<file path="src/shared/rx_char_ctl_defs.svh">
// Constants for the receive character transfer control block.
`ifndef RX_CHAR_CTL_DEFS_SVH
`define RX_CHAR_CTL_DEFS_SVH

// ----------------------------------------------------------------------
// Timing
// ----------------------------------------------------------------------
`define CLK_PERIOD_NS     100
`define LOAD_PULSE_NS     100
`define STROBE_PULSE_NS   50
`define LOAD_PULSE_CYC    ((`LOAD_PULSE_NS + `CLK_PERIOD_NS - 1) / `CLK_PERIOD_NS)
`define STROBE_PULSE_CYC  ((`STROBE_PULSE_NS + `CLK_PERIOD_NS - 1) / `CLK_PERIOD_NS)
`define SEQ_CNT_W         3

// ----------------------------------------------------------------------
// Register offsets (byte addresses) and address width
// ----------------------------------------------------------------------
`define ADDR_W            8
`define OFS_CSR           8'h00
`define OFS_ERR           8'h04
`define OFS_MISC          8'h08
`define OFS_DATA          8'h0c
`define OFS_STAT          8'h10

// ----------------------------------------------------------------------
// Field positions
// ----------------------------------------------------------------------
`define CSR_RUN_BIT       0
`define CSR_STRIP_BIT     1
`define CSR_DOUBLE_BIT    2
`define CSR_RECOG_BIT     3
`define CSR_TRANSP_BIT    4
`define CSR_ACTIVE_BIT    12
`define ERR_LATE_BIT      3
`define MISC_FORCE_BIT    4
`define STAT_REQ_BIT      0
`define STAT_START_BIT    1
`define STAT_DONE_BIT     2
`define STAT_SKIP_BIT     3

// ----------------------------------------------------------------------
// Widths and reset values
// ----------------------------------------------------------------------
`define DATA_W            32
`define CHAR_W            8
`define WORD_W            16
`define ZERO_WORD         16'h0000
`define ZERO_DATA         32'h0000_0000
`define ZERO_CNT          3'h0

`endif

</file>
<file path="src/shared/rx_char_ctl_pkg.sv">
// Types shared by the receive character transfer control block.
package rx_char_ctl_pkg;

  // ----------------------------------------------------------------------
  // Pulse sequencer states, Gray coded along idle, load, strobe.
  // ----------------------------------------------------------------------
  typedef enum logic [1:0]
  {
    SEQ_IDLE   = 2'b00,
    SEQ_LOAD   = 2'b01,
    SEQ_STROBE = 2'b11
  } seq_state_t;

  typedef logic [15:0] word_t;

endpackage

</file>
<file path="src/core/rx_buffer.sv">
// Two byte receive buffer with separate high and low byte loads.
`include "rx_char_ctl_defs.svh"

module rx_buffer
(
  input  wire logic                 pclk,
  input  wire logic                 presetn,
  input  wire logic                 load_high_byte,
  input  wire logic                 load_low_byte,
  input  wire logic [`WORD_W-1:0]   shift_data,
  output logic      [`WORD_W-1:0]   buffer_data
);
  import rx_char_ctl_pkg::*;

  logic [1:0]          lane_load;
  logic [`WORD_W-1:0]  next_buffer;

  assign lane_load = {load_high_byte, load_low_byte};

  // ----------------------------------------------------------------------
  // Byte lanes: lane 1 is the newest character, lane 0 the older one.
  // ----------------------------------------------------------------------
  genvar g;
  generate
    for (g = 0; g < 2; g++)
    begin : lane
      // Each lane keeps its old byte unless its own load is asserted.
      always_comb
      begin
        next_buffer[g*`CHAR_W +: `CHAR_W] = lane_load[g] ?
          shift_data[g*`CHAR_W +: `CHAR_W] :
          buffer_data[g*`CHAR_W +: `CHAR_W];
      end
    end
  endgenerate

  // Buffer flops.
  always_ff @(posedge pclk or negedge presetn)
  begin
    if (!presetn)
    begin
      buffer_data <= `ZERO_WORD;
    end
    else
    begin
      buffer_data <= next_buffer;
    end
  end

endmodule

</file>
<file path="src/core/rx_character_transfer_control.sv">
// Receive character framing, sync stripping and DMA request control.
//
// The register offsets and register access over APB were decided locally.
`include "rx_char_ctl_defs.svh"

// Function
// Count characters in single or double framing, tracking odd/even count.
// Matched frame raises DMA request, loads buffer and rearms counting.
// Single framing with framing flag clear forces start stage set.
// Double framing starts both stages clear; two strobes make a request.
// Framing flag clear holds skip flag cleared.
// Load high byte always; load low byte only when skip flag clear.
// Skip flag sets at load pulse end, clears on next unblocked strobe.
// Transfer strobe follows load pulse and clocks both stages.
// Done stage fires frame reset pulse: sets request, clears done.
// Request clocks buffered data register onto bus data lines.
// Request still pending at frame reset sets late error, stops run.
// Bus side must service each request within one character time.
// Force bit with receive inactive requests transfer of shift data.
// Recognition mode, non-transparent, strip enabled: syncs block strobe.
// Transparent mode strips sync after escape using same blocking.
// Strip double char in recognition mode holds start stage clear.
// Stripped sync leaves skip set so sync never reaches memory.
// Inactive, run clear or bus init clear framing flags and counter.
// Request clears when bus completes the DMA transfer.
module rx_character_transfer_control
(
  input  wire logic                pclk,
  input  wire logic                presetn,
  input  wire logic                psel,
  input  wire logic                penable,
  input  wire logic                pwrite,
  input  wire logic [`ADDR_W-1:0]  paddr,
  input  wire logic [`DATA_W-1:0]  pwdata,
  output logic      [`DATA_W-1:0]  prdata,
  output logic                     pready,
  output logic                     pslverr,
  input  wire logic                char_done,
  input  wire logic [`WORD_W-1:0]  shift_data,
  input  wire logic                framing_done_flag,
  input  wire logic                sync_char_detected,
  input  wire logic                escape_seen,
  input  wire logic                strip_double_char,
  input  wire logic                bus_init,
  input  wire logic                dma_done,
  output logic                     load_high_byte,
  output logic                     load_low_byte,
  output logic                     rx_transfer_strobe,
  output logic                     frame_reset_pulse,
  output logic                     rx_dma_request,
  output logic      [`WORD_W-1:0]  dma_data,
  output logic                     error_a,
  output logic                     receive_run,
  output logic                     framing_reset
);
  import rx_char_ctl_pkg::*;

  logic                 load_last;
  word_t                buffer_data;
  logic                 receive_active;
  logic                 strip_sync_enable;
  logic                 double_char_mode;
  logic                 char_recog_mode;
  logic                 transparent_mode;
  logic                 force_rx_transfer;
  logic                 frame_start_stage;
  logic                 frame_done_stage;
  logic                 skip_low_byte_load;
  logic                 strobe_block;
  logic                 force_pending;
  logic                 next_start;
  logic                 next_done;
  logic                 next_skip;
  logic                 next_block;
  logic                 next_reset_pulse;
  logic                 next_request;
  logic                 next_force_pending;
  word_t                next_dma_data;
  logic                 strobe_go;
  logic                 restart;
  logic                 wr_access;
  logic                 wr_csr;
  logic                 wr_err;
  logic                 wr_misc;
  logic                 late_set;
  logic                 force_fire;
  logic                 next_run;
  logic                 next_active;
  logic                 next_strip;
  logic                 next_double;
  logic                 next_recog;
  logic                 next_transp;
  logic                 next_force;
  logic                 next_error;
  logic                 next_framing_reset;
  logic [`DATA_W-1:0]   next_prdata;
  logic                 next_pready;
  logic                 next_pslverr;

  // ----------------------------------------------------------------------
  // Submodules
  // ----------------------------------------------------------------------
  rx_pulse_seq u_seq
  (
    .pclk               (pclk),
    .presetn            (presetn),
    .char_done          (char_done),
    .skip_low_byte_load (skip_low_byte_load),
    .load_high_byte     (load_high_byte),
    .load_low_byte      (load_low_byte),
    .load_last          (load_last),
    .rx_transfer_strobe (rx_transfer_strobe)
  );

  rx_buffer u_buf
  (
    .pclk           (pclk),
    .presetn        (presetn),
    .load_high_byte (load_high_byte),
    .load_low_byte  (load_low_byte),
    .shift_data     (shift_data),
    .buffer_data    (buffer_data)
  );

  // ----------------------------------------------------------------------
  // Framing stages and skip flag
  // ----------------------------------------------------------------------
  // The block decision is caught when the character ends, because the
  // detector inputs move on with the next character shifting in.
  always_comb
  begin
    next_block = strobe_block;
    if (char_done)
    begin
      next_block = char_recog_mode & sync_char_detected &
                   ((~transparent_mode & strip_sync_enable) |
                    (transparent_mode & escape_seen));
    end
    strobe_go = rx_transfer_strobe & ~strobe_block;
    restart   = ~receive_active | ~receive_run | bus_init;
    next_start = frame_start_stage;
    next_done  = frame_done_stage;
    next_skip  = skip_low_byte_load;
    if (strobe_go)
    begin
      next_start = 1'b1;
      next_done  = frame_start_stage;
      next_skip  = 1'b0;
    end
    if (load_last)
    begin
      next_skip = 1'b1;
    end
    if (frame_reset_pulse)
    begin
      next_done = 1'b0;
      if (double_char_mode)
      begin
        next_start = 1'b0;
      end
    end
    if (char_recog_mode & strip_double_char)
    begin
      next_start = 1'b0;
    end
    if (~framing_done_flag)
    begin
      next_skip = 1'b0;
      if (double_char_mode)
      begin
        next_start = 1'b0;
        next_done  = 1'b0;
      end
      else
      begin
        next_start = 1'b1;
      end
    end
    if (restart)
    begin
      next_start = ~double_char_mode;
      next_done  = 1'b0;
      next_skip  = 1'b0;
    end
    next_reset_pulse = strobe_go & frame_start_stage &
                       ~frame_done_stage;
  end

  // Stage flops.
  always_ff @(posedge pclk or negedge presetn)
  begin
    if (!presetn)
    begin
      frame_start_stage  <= 1'b0;
      frame_done_stage   <= 1'b0;
      skip_low_byte_load <= 1'b0;
      strobe_block       <= 1'b0;
      frame_reset_pulse  <= 1'b0;
    end
    else
    begin
      frame_start_stage  <= next_start;
      frame_done_stage   <= next_done;
      skip_low_byte_load <= next_skip;
      strobe_block       <= next_block;
      frame_reset_pulse  <= next_reset_pulse;
    end
  end

  // ----------------------------------------------------------------------
  // DMA request and buffered data register
  // ----------------------------------------------------------------------
  // Completion and a new request in one cycle keep the request set, so a
  // frame arriving just as the bus finishes is never dropped.
  always_comb
  begin
    force_fire = wr_misc & pwdata[`MISC_FORCE_BIT] &
                 ~receive_active;
    late_set   = frame_reset_pulse & rx_dma_request;
    next_request       = rx_dma_request;
    next_force_pending = force_pending;
    next_dma_data      = dma_data;
    if (dma_done)
    begin
      next_request       = 1'b0;
      next_force_pending = 1'b0;
    end
    if (frame_reset_pulse)
    begin
      next_request  = 1'b1;
      next_dma_data = buffer_data;
    end
    else if (force_fire)
    begin
      next_request       = 1'b1;
      next_force_pending = 1'b1;
      next_dma_data      = shift_data;
    end
  end

  // Request flops.
  always_ff @(posedge pclk or negedge presetn)
  begin
    if (!presetn)
    begin
      rx_dma_request <= 1'b0;
      force_pending  <= 1'b0;
      dma_data       <= `ZERO_WORD;
    end
    else
    begin
      rx_dma_request <= next_request;
      force_pending  <= next_force_pending;
      dma_data       <= next_dma_data;
    end
  end

  // ----------------------------------------------------------------------
  // APB slave and registers
  // ----------------------------------------------------------------------
  // The slave answers with pready in the first access cycle; read data
  // is captured in the setup cycle so prdata comes from a flop.
  always_comb
  begin
    wr_access = psel & penable & pready & pwrite;
    wr_csr    = wr_access & (paddr == `OFS_CSR);
    wr_err    = wr_access & (paddr == `OFS_ERR);
    wr_misc   = wr_access & (paddr == `OFS_MISC);
    next_run    = receive_run;
    next_active = receive_active;
    next_strip  = strip_sync_enable;
    next_double = double_char_mode;
    next_recog  = char_recog_mode;
    next_transp = transparent_mode;
    if (wr_csr)
    begin
      next_run    = pwdata[`CSR_RUN_BIT];
      next_active = pwdata[`CSR_ACTIVE_BIT];
      next_strip  = pwdata[`CSR_STRIP_BIT];
      next_double = pwdata[`CSR_DOUBLE_BIT];
      next_recog  = pwdata[`CSR_RECOG_BIT];
      next_transp = pwdata[`CSR_TRANSP_BIT];
    end
    next_error = error_a;
    if (wr_err & pwdata[`ERR_LATE_BIT])
    begin
      next_error = 1'b0;
    end
    if (late_set | bus_init)
    begin
      next_run = 1'b0;
    end
    if (late_set)
    begin
      next_error = 1'b1;
    end
    if (bus_init)
    begin
      next_active = 1'b0;
      next_error  = 1'b0;
    end
    next_force = force_pending & rx_dma_request;
    if (wr_misc)
    begin
      next_force = force_fire;
    end
    next_framing_reset = restart;
    next_pready  = psel & ~penable;
    next_pslverr = 1'b0;
    next_prdata  = `ZERO_DATA;
    if (psel & ~penable & ~pwrite)
    begin
      case (paddr)
        `OFS_CSR:
        begin
          next_prdata[`CSR_RUN_BIT]    = receive_run;
          next_prdata[`CSR_ACTIVE_BIT] = receive_active;
          next_prdata[`CSR_STRIP_BIT]  = strip_sync_enable;
          next_prdata[`CSR_DOUBLE_BIT] = double_char_mode;
          next_prdata[`CSR_RECOG_BIT]  = char_recog_mode;
          next_prdata[`CSR_TRANSP_BIT] = transparent_mode;
        end
        `OFS_ERR:  next_prdata[`ERR_LATE_BIT] = error_a;
        `OFS_MISC: next_prdata[`MISC_FORCE_BIT] = force_rx_transfer;
        `OFS_DATA: next_prdata[`WORD_W-1:0] = dma_data;
        `OFS_STAT:
        begin
          next_prdata[`STAT_REQ_BIT]   = rx_dma_request;
          next_prdata[`STAT_START_BIT] = frame_start_stage;
          next_prdata[`STAT_DONE_BIT]  = frame_done_stage;
          next_prdata[`STAT_SKIP_BIT]  = skip_low_byte_load;
        end
        default:   next_pslverr = 1'b1;
      endcase
    end
    else if (psel & ~penable)
    begin
      case (paddr)
        `OFS_CSR, `OFS_ERR, `OFS_MISC, `OFS_DATA, `OFS_STAT:
          next_pslverr = 1'b0;
        default:
          next_pslverr = 1'b1;
      endcase
    end
  end

  // Register flops.
  always_ff @(posedge pclk or negedge presetn)
  begin
    if (!presetn)
    begin
      receive_run       <= 1'b0;
      receive_active    <= 1'b0;
      strip_sync_enable <= 1'b0;
      double_char_mode  <= 1'b0;
      char_recog_mode   <= 1'b0;
      transparent_mode  <= 1'b0;
      force_rx_transfer <= 1'b0;
      error_a           <= 1'b0;
      framing_reset     <= 1'b1;
      prdata            <= `ZERO_DATA;
      pready            <= 1'b0;
      pslverr           <= 1'b0;
    end
    else
    begin
      receive_run       <= next_run;
      receive_active    <= next_active;
      strip_sync_enable <= next_strip;
      double_char_mode  <= next_double;
      char_recog_mode   <= next_recog;
      transparent_mode  <= next_transp;
      force_rx_transfer <= next_force;
      error_a           <= next_error;
      framing_reset     <= next_framing_reset;
      prdata            <= next_prdata;
      pready            <= next_pready;
      pslverr           <= next_pslverr;
    end
  end

endmodule

</file>
<file path="src/core/rx_pulse_seq.sv">
// Buffer load pulse and transfer strobe sequencer.
`include "rx_char_ctl_defs.svh"

module rx_pulse_seq
(
  input  wire logic pclk,
  input  wire logic presetn,
  input  wire logic char_done,
  input  wire logic skip_low_byte_load,
  output logic      load_high_byte,
  output logic      load_low_byte,
  output logic      load_last,
  output logic      rx_transfer_strobe
);
  import rx_char_ctl_pkg::*;

  seq_state_t              state;
  seq_state_t              next_state;
  logic [`SEQ_CNT_W-1:0]   cnt;
  logic [`SEQ_CNT_W-1:0]   next_cnt;
  logic                    next_low;

  // ----------------------------------------------------------------------
  // Sequence: load pulse, then transfer strobe as the load pulse ends.
  // ----------------------------------------------------------------------
  // A character ending while a sequence runs is ignored; the line rate
  // leaves many cycles between characters, so this cannot happen in use.
  always_comb
  begin
    next_state = state;
    next_cnt   = cnt;
    next_low   = load_low_byte;
    load_last  = 1'b0;
    case (state)
      SEQ_IDLE:
      begin
        if (char_done)
        begin
          next_state = SEQ_LOAD;
          next_cnt   = `ZERO_CNT;
          next_low   = ~skip_low_byte_load;
        end
      end
      SEQ_LOAD:
      begin
        if (cnt == `SEQ_CNT_W'(`LOAD_PULSE_CYC - 1))
        begin
          load_last  = 1'b1;
          next_state = SEQ_STROBE;
          next_cnt   = `ZERO_CNT;
          next_low   = 1'b0;
        end
        else
        begin
          next_cnt = cnt + `SEQ_CNT_W'(1);
        end
      end
      SEQ_STROBE:
      begin
        if (cnt == `SEQ_CNT_W'(`STROBE_PULSE_CYC - 1))
        begin
          next_state = SEQ_IDLE;
          next_cnt   = `ZERO_CNT;
        end
        else
        begin
          next_cnt = cnt + `SEQ_CNT_W'(1);
        end
      end
      default:
      begin
        next_state = SEQ_IDLE;
        next_cnt   = `ZERO_CNT;
        next_low   = 1'b0;
      end
    endcase
  end

  // Registered so the load and strobe outputs are glitch free.
  always_ff @(posedge pclk or negedge presetn)
  begin
    if (!presetn)
    begin
      state              <= SEQ_IDLE;
      cnt                <= `ZERO_CNT;
      load_high_byte     <= 1'b0;
      load_low_byte      <= 1'b0;
      rx_transfer_strobe <= 1'b0;
    end
    else
    begin
      state              <= next_state;
      cnt                <= next_cnt;
      load_high_byte     <= (next_state == SEQ_LOAD);
      load_low_byte      <= next_low;
      rx_transfer_strobe <= (next_state == SEQ_STROBE);
    end
  end

endmodule

</file>
<file path="config.mk">
export PLATFORM = sky130hd
export DESIGN_NAME = rx_character_transfer_control
export DESIGN_NICKNAME = d
export VERILOG_FILES = /design/src/shared/rx_char_ctl_pkg.sv /design/src/core/rx_buffer.sv /design/src/core/rx_character_transfer_control.sv /design/src/core/rx_pulse_seq.sv
export VERILOG_INCLUDE_DIRS = /design/src /design/src/shared
export SDC_FILE = /design/constraint.sdc
export NUM_CORES = 1
export LEC_CHECK = 0
export ABC_AREA = 0
export ABC_CLOCK_PERIOD_IN_PS = 1710
export BUFFER_PORTS_ARGS = -buffer_cell sky130_fd_sc_hd__buf_2
export CAP_MARGIN = 30
export CORE_MARGIN = 10
export CORE_UTILIZATION = 44
export CTS_CLUSTER_SIZE = 30
export DETAILED_ROUTE_END_ITERATION = 12
export MAX_ROUTING_LAYER = met4
export PLACE_DENSITY_LB_ADDON = 0.25
export SLEW_MARGIN = 20
export SYNTH_ARGS = -nofsm -noshare
export SYNTH_HDL_FRONTEND = slang
export SYNTH_SLANG_ARGS = --single-unit
</file>
<file path="constraint.sdc">
create_clock -name pclk -period 1.71 [get_ports pclk]
set_clock_uncertainty 0.15 [all_clocks]
set_input_delay 0.513 -clock pclk [delete_from_list [all_inputs] [get_ports pclk]]
set_output_delay 0.513 -clock pclk [all_outputs]
set_load 0.01 [all_outputs]
</file>
==> flow_metrics.env <==
export IMPL_startpoint_type="input pin"
export IMPL_cap_violations=0
export IMPL_worst_ep_required_time_ns=1.84
export IMPL_via_count=2484
export IMPL_cts_made_buffers=9
export IMPL_io_pins=126
export IMPL_overflow=0
export IMPL_critPathArrivalTime_ns=2.18
export IMPL_area_growth_pct=33.4
export IMPL_cp_max_fo=10
export IMPL_hold_viol_final=0
export IMPL_cp_end_kind="register"
export IMPL_finalSetupViolations=42
export IMPL_viasPerCell=5.11
export IMPL_worstRegToRegCells=5
export IMPL_rsz0062_at_grt="yes"
export IMPL_path_common_cell="or4_4"
export IMPL_clockPowerShare=0.264
export IMPL_timing_hold_ws_ns=0.197
export IMPL_synthFlopType="dfrtp_1"
export IMPL_synth_top_cells_by_count="dfrtp_1, and2_1, mux2_2, a221o_1, buf_4"
export IMPL_fin_crit_sh=1.19
export IMPL_cts_root_buf="clkbuf_8"
export IMPL_cts_clk_slew_worst_paths_ns=0.08
export IMPL_clock_path_buffers=2
export IMPL_ys_types=48
export IMPL_p_comb_frac=0.304
export IMPL_grt_pass1_vias=2733
export IMPL_path_buf_inv=2
export IMPL_synth_warnings=0
export IMPL_antenna_found_initial=1
export IMPL_layout_min_cycle_time_ns=2.04
export IMPL_crit_family="simple AND/OR/NAND/NOR gates"
export IMPL_max_stage_delay_ns=0.59
export IMPL_dp_cells=460
export IMPL_violations="negative setup slack"
export IMPL_synth_top_area_share=0.554
export IMPL_synth_largest_area_cell="dfrtp_1"
export IMPL_p_leak_nw=2.14
export IMPL_cp_depth=6
export IMPL_nets=451
export IMPL_die_h_um=107
export IMPL_drive_gt1_frac=0.448
export IMPL_drtPass1Iterations=4
export IMPL_crit_type="input pin to register"
export IMPL_floorplan_core_area_um2=7250
export IMPL_grt_pass1_wl_um=14200
export IMPL_io_buffers=83
export IMPL_drt_wl_total_um=8760
export IMPL_clock_fmax_mhz=490
export IMPL_hold_depth=2
export IMPL_dp_hpwl_um=6290
export IMPL_final_cell_count_no_fill=486
export IMPL_power_density_nw_per_um2=1360
export IMPL_ys_seq_area_frac=0.562
export IMPL_die_x_um=107
export IMPL_seqPwrFrac=0.432
export IMPL_drc=0
export IMPL_initial_core_util=0.455
export IMPL_syn_area_um2=3300
export IMPL_cp_cell_sequence="buf_6 > or4_4 > or4_4 > nor3b_4 > buf_12 > and2_4"
export IMPL_rows=31
export IMPL_clk_latency_ns=0.35
export IMPL_vdd_drop_max_mv=0.592
export IMPL_status="finished, violations left"
export IMPL_cts_sinks=74
export IMPL_setup_slack_ns=-0.332
export IMPL_synth_async_reset_ratio=1.00
export IMPL_cpMaxStageDelayCell="or4_4"
export IMPL_worstHoldPathType="input pin to register"
export IMPL_synth_ff_latch_count=74
export IMPL_synth_most_common_cell="dfrtp_1"
export IMPL_finalInstanceArea_um2=4400
export IMPL_dpl_instance_area_um2=3960
export IMPL_switchingPower_w=0.00191
export IMPL_synth_cells=269
export IMPL_maxSlewViolCount=0
export IMPL_htreeDepth=3
export IMPL_wl_per_cell_um=18.0
export IMPL_synth_edf_count=0
export IMPL_tritoncts="done"
export IMPL_synth_area_top_cells="dfrtp_1, mux2_2, and2_1, a221o_1, buf_4"
export IMPL_gp_congestion=0.844
export IMPL_grtUsageTotal=0.160
export IMPL_internal_power_w=0.00408
export IMPL_avgSynthCellArea_um2=12.3
export IMPL_grt_max_degree=45
export IMPL_drt_iter0_drc=105
export IMPL_die_area_um2=11400
export IMPL_ant_nets=0
export IMPL_switching_share=0.320
registers in the layout, indices dropped and copies added, names as in the netlist, 2 cells and up:
name               cells
dma_data              16
prdata                16
u_buf.buffer_data     16
u_seq.state            2
u_seq.cnt              3
worst paths after layout:
path	from	endpoint	slack, ns
worst max-delay path	paddr[0]	prdata[7]	-0.33
worst min-delay path	dma_done	rx_dma_request	0.20
worst max register to register	pready	dma_data[6]	-0.09
worst min register to register	force_pending	force_pending	0.34
max in group asynchronous	presetn	framing_reset	0.58
min in group asynchronous	presetn	prdata[13]	0.35
repair_timing:
| action | 4_1_cts | 5_1_grt |
|---|---|---|
| gates cloned | 2 | 0 |
| endpoints found under the hold margin | 30 | 0 |
| resized for setup | 15 | 12 |
| hold buffers | 1 | 0 |
| pin swaps | 17 | 6 |
| endpoints found under the setup margin | 43 | 44 |
| buffers inserted | 4 | 3 |
cell usage in the layout, fill, tap and decap left out, types with 3 or more instances in the layout:
cell type	Yosys	final
and2b_2	3	3
buf_12	0	4
a22oi_1	5	5
nand3_1	5	5
inv_1	11	11
buf_2	3	77
buf_6	2	12
nor4_4	2	3
dfrtp_1	73	72
a221o_1	16	16
o21ai_0	10	9
nand3b_1	3	3
clkbuf_8	0	10
mux2i_1	6	6
and2_1	28	27
nand2_1	6	6
nor2_1	8	6
mux2_2	21	17
mux2_4	0	4
conb_1	1	16
buf_4	16	20
a31oi_4	0	3
power by group through the flow:
| stage | clock network (W) | logic (W) | registers (W) |
|---|---|---|---|
| CTS | 0.00161 | 0.00183 | 0.00258 |
| global route | 0.00169 | 0.00199 | 0.00266 |
| global placement | 0 | 0.00166 | 0.00259 |
| detailed placement | 0 | 0.00171 | 0.00263 |
| finish | 0.00158 | 0.00182 | 0.00259 |
| floorplan | 0 | 0.00101 | 0.00261 |
worst reg2reg max path, cell delays in order (launching register included):
cell,delay (ns)
dfrtp_1,0.38
nand4b_1,0.17
nor4_4,0.30
buf_6,0.19
a31oi_4,0.16
a221o_1,0.33
cell type report:
class	instances	area (um^2)
multi-input cells	171	1380
clock inverters	6	97.6
clock buffers	10	138
repair buffers	114	761
fillers	629	2850
inverters	11	41.3
diodes	1	2.50
well taps	99	124
flip-flops and latches	74	1850
kinds of logic (layout without fill, tap and decap cells):
| logic type | Yosys count | after routing | synth area share |
|---|---|---|---|
| muxes | 27 | 27 | 0.0899 |
| other | 1 | 17 | 0.00114 |
| xor gates and xnor gates | 1 | 1 | 0.00266 |
| AOI/OAI and AO/OA | 48 | 50 | 0.115 |
| buffers and inverters | 41 | 141 | 0.0705 |
| and+or+nand+nor | 75 | 75 | 0.151 |
| DFF | 74 | 74 | 0.562 |
| adders and majority gates | 2 | 2 | 0.00758 |
metrics by stage:
step	worst slack (ns)	TNS, ns	total power (W)	utilization
global route	-0.349	-12.09	0.00633	0.607
finish	-0.332	-10.83	0.00599	0.607
CTS	-0.343	-9.33	0.00602	0.599
global placement	-0.777	-28.20	0.00426	0.546
floorplan	-0.659	-22.93	0.00362	-
detailed placement	-0.791	-28.69	0.00433	0.546
per-layer routing:
| metal | vias up | global-route usage | part of all wire |
|---|---|---|---|
| met5 | - | - | 0 |
| met4 | 0 | 0.0629 | 0.013 |
| met3 | 13 | 0.0503 | 0.064 |
| met2 | 75 | 0.245 | 0.49 |
| met1 | 1236 | 0.192 | 0.43 |
| li1 | 1160 | - | - |
Power figures use the tool's default switching activity.
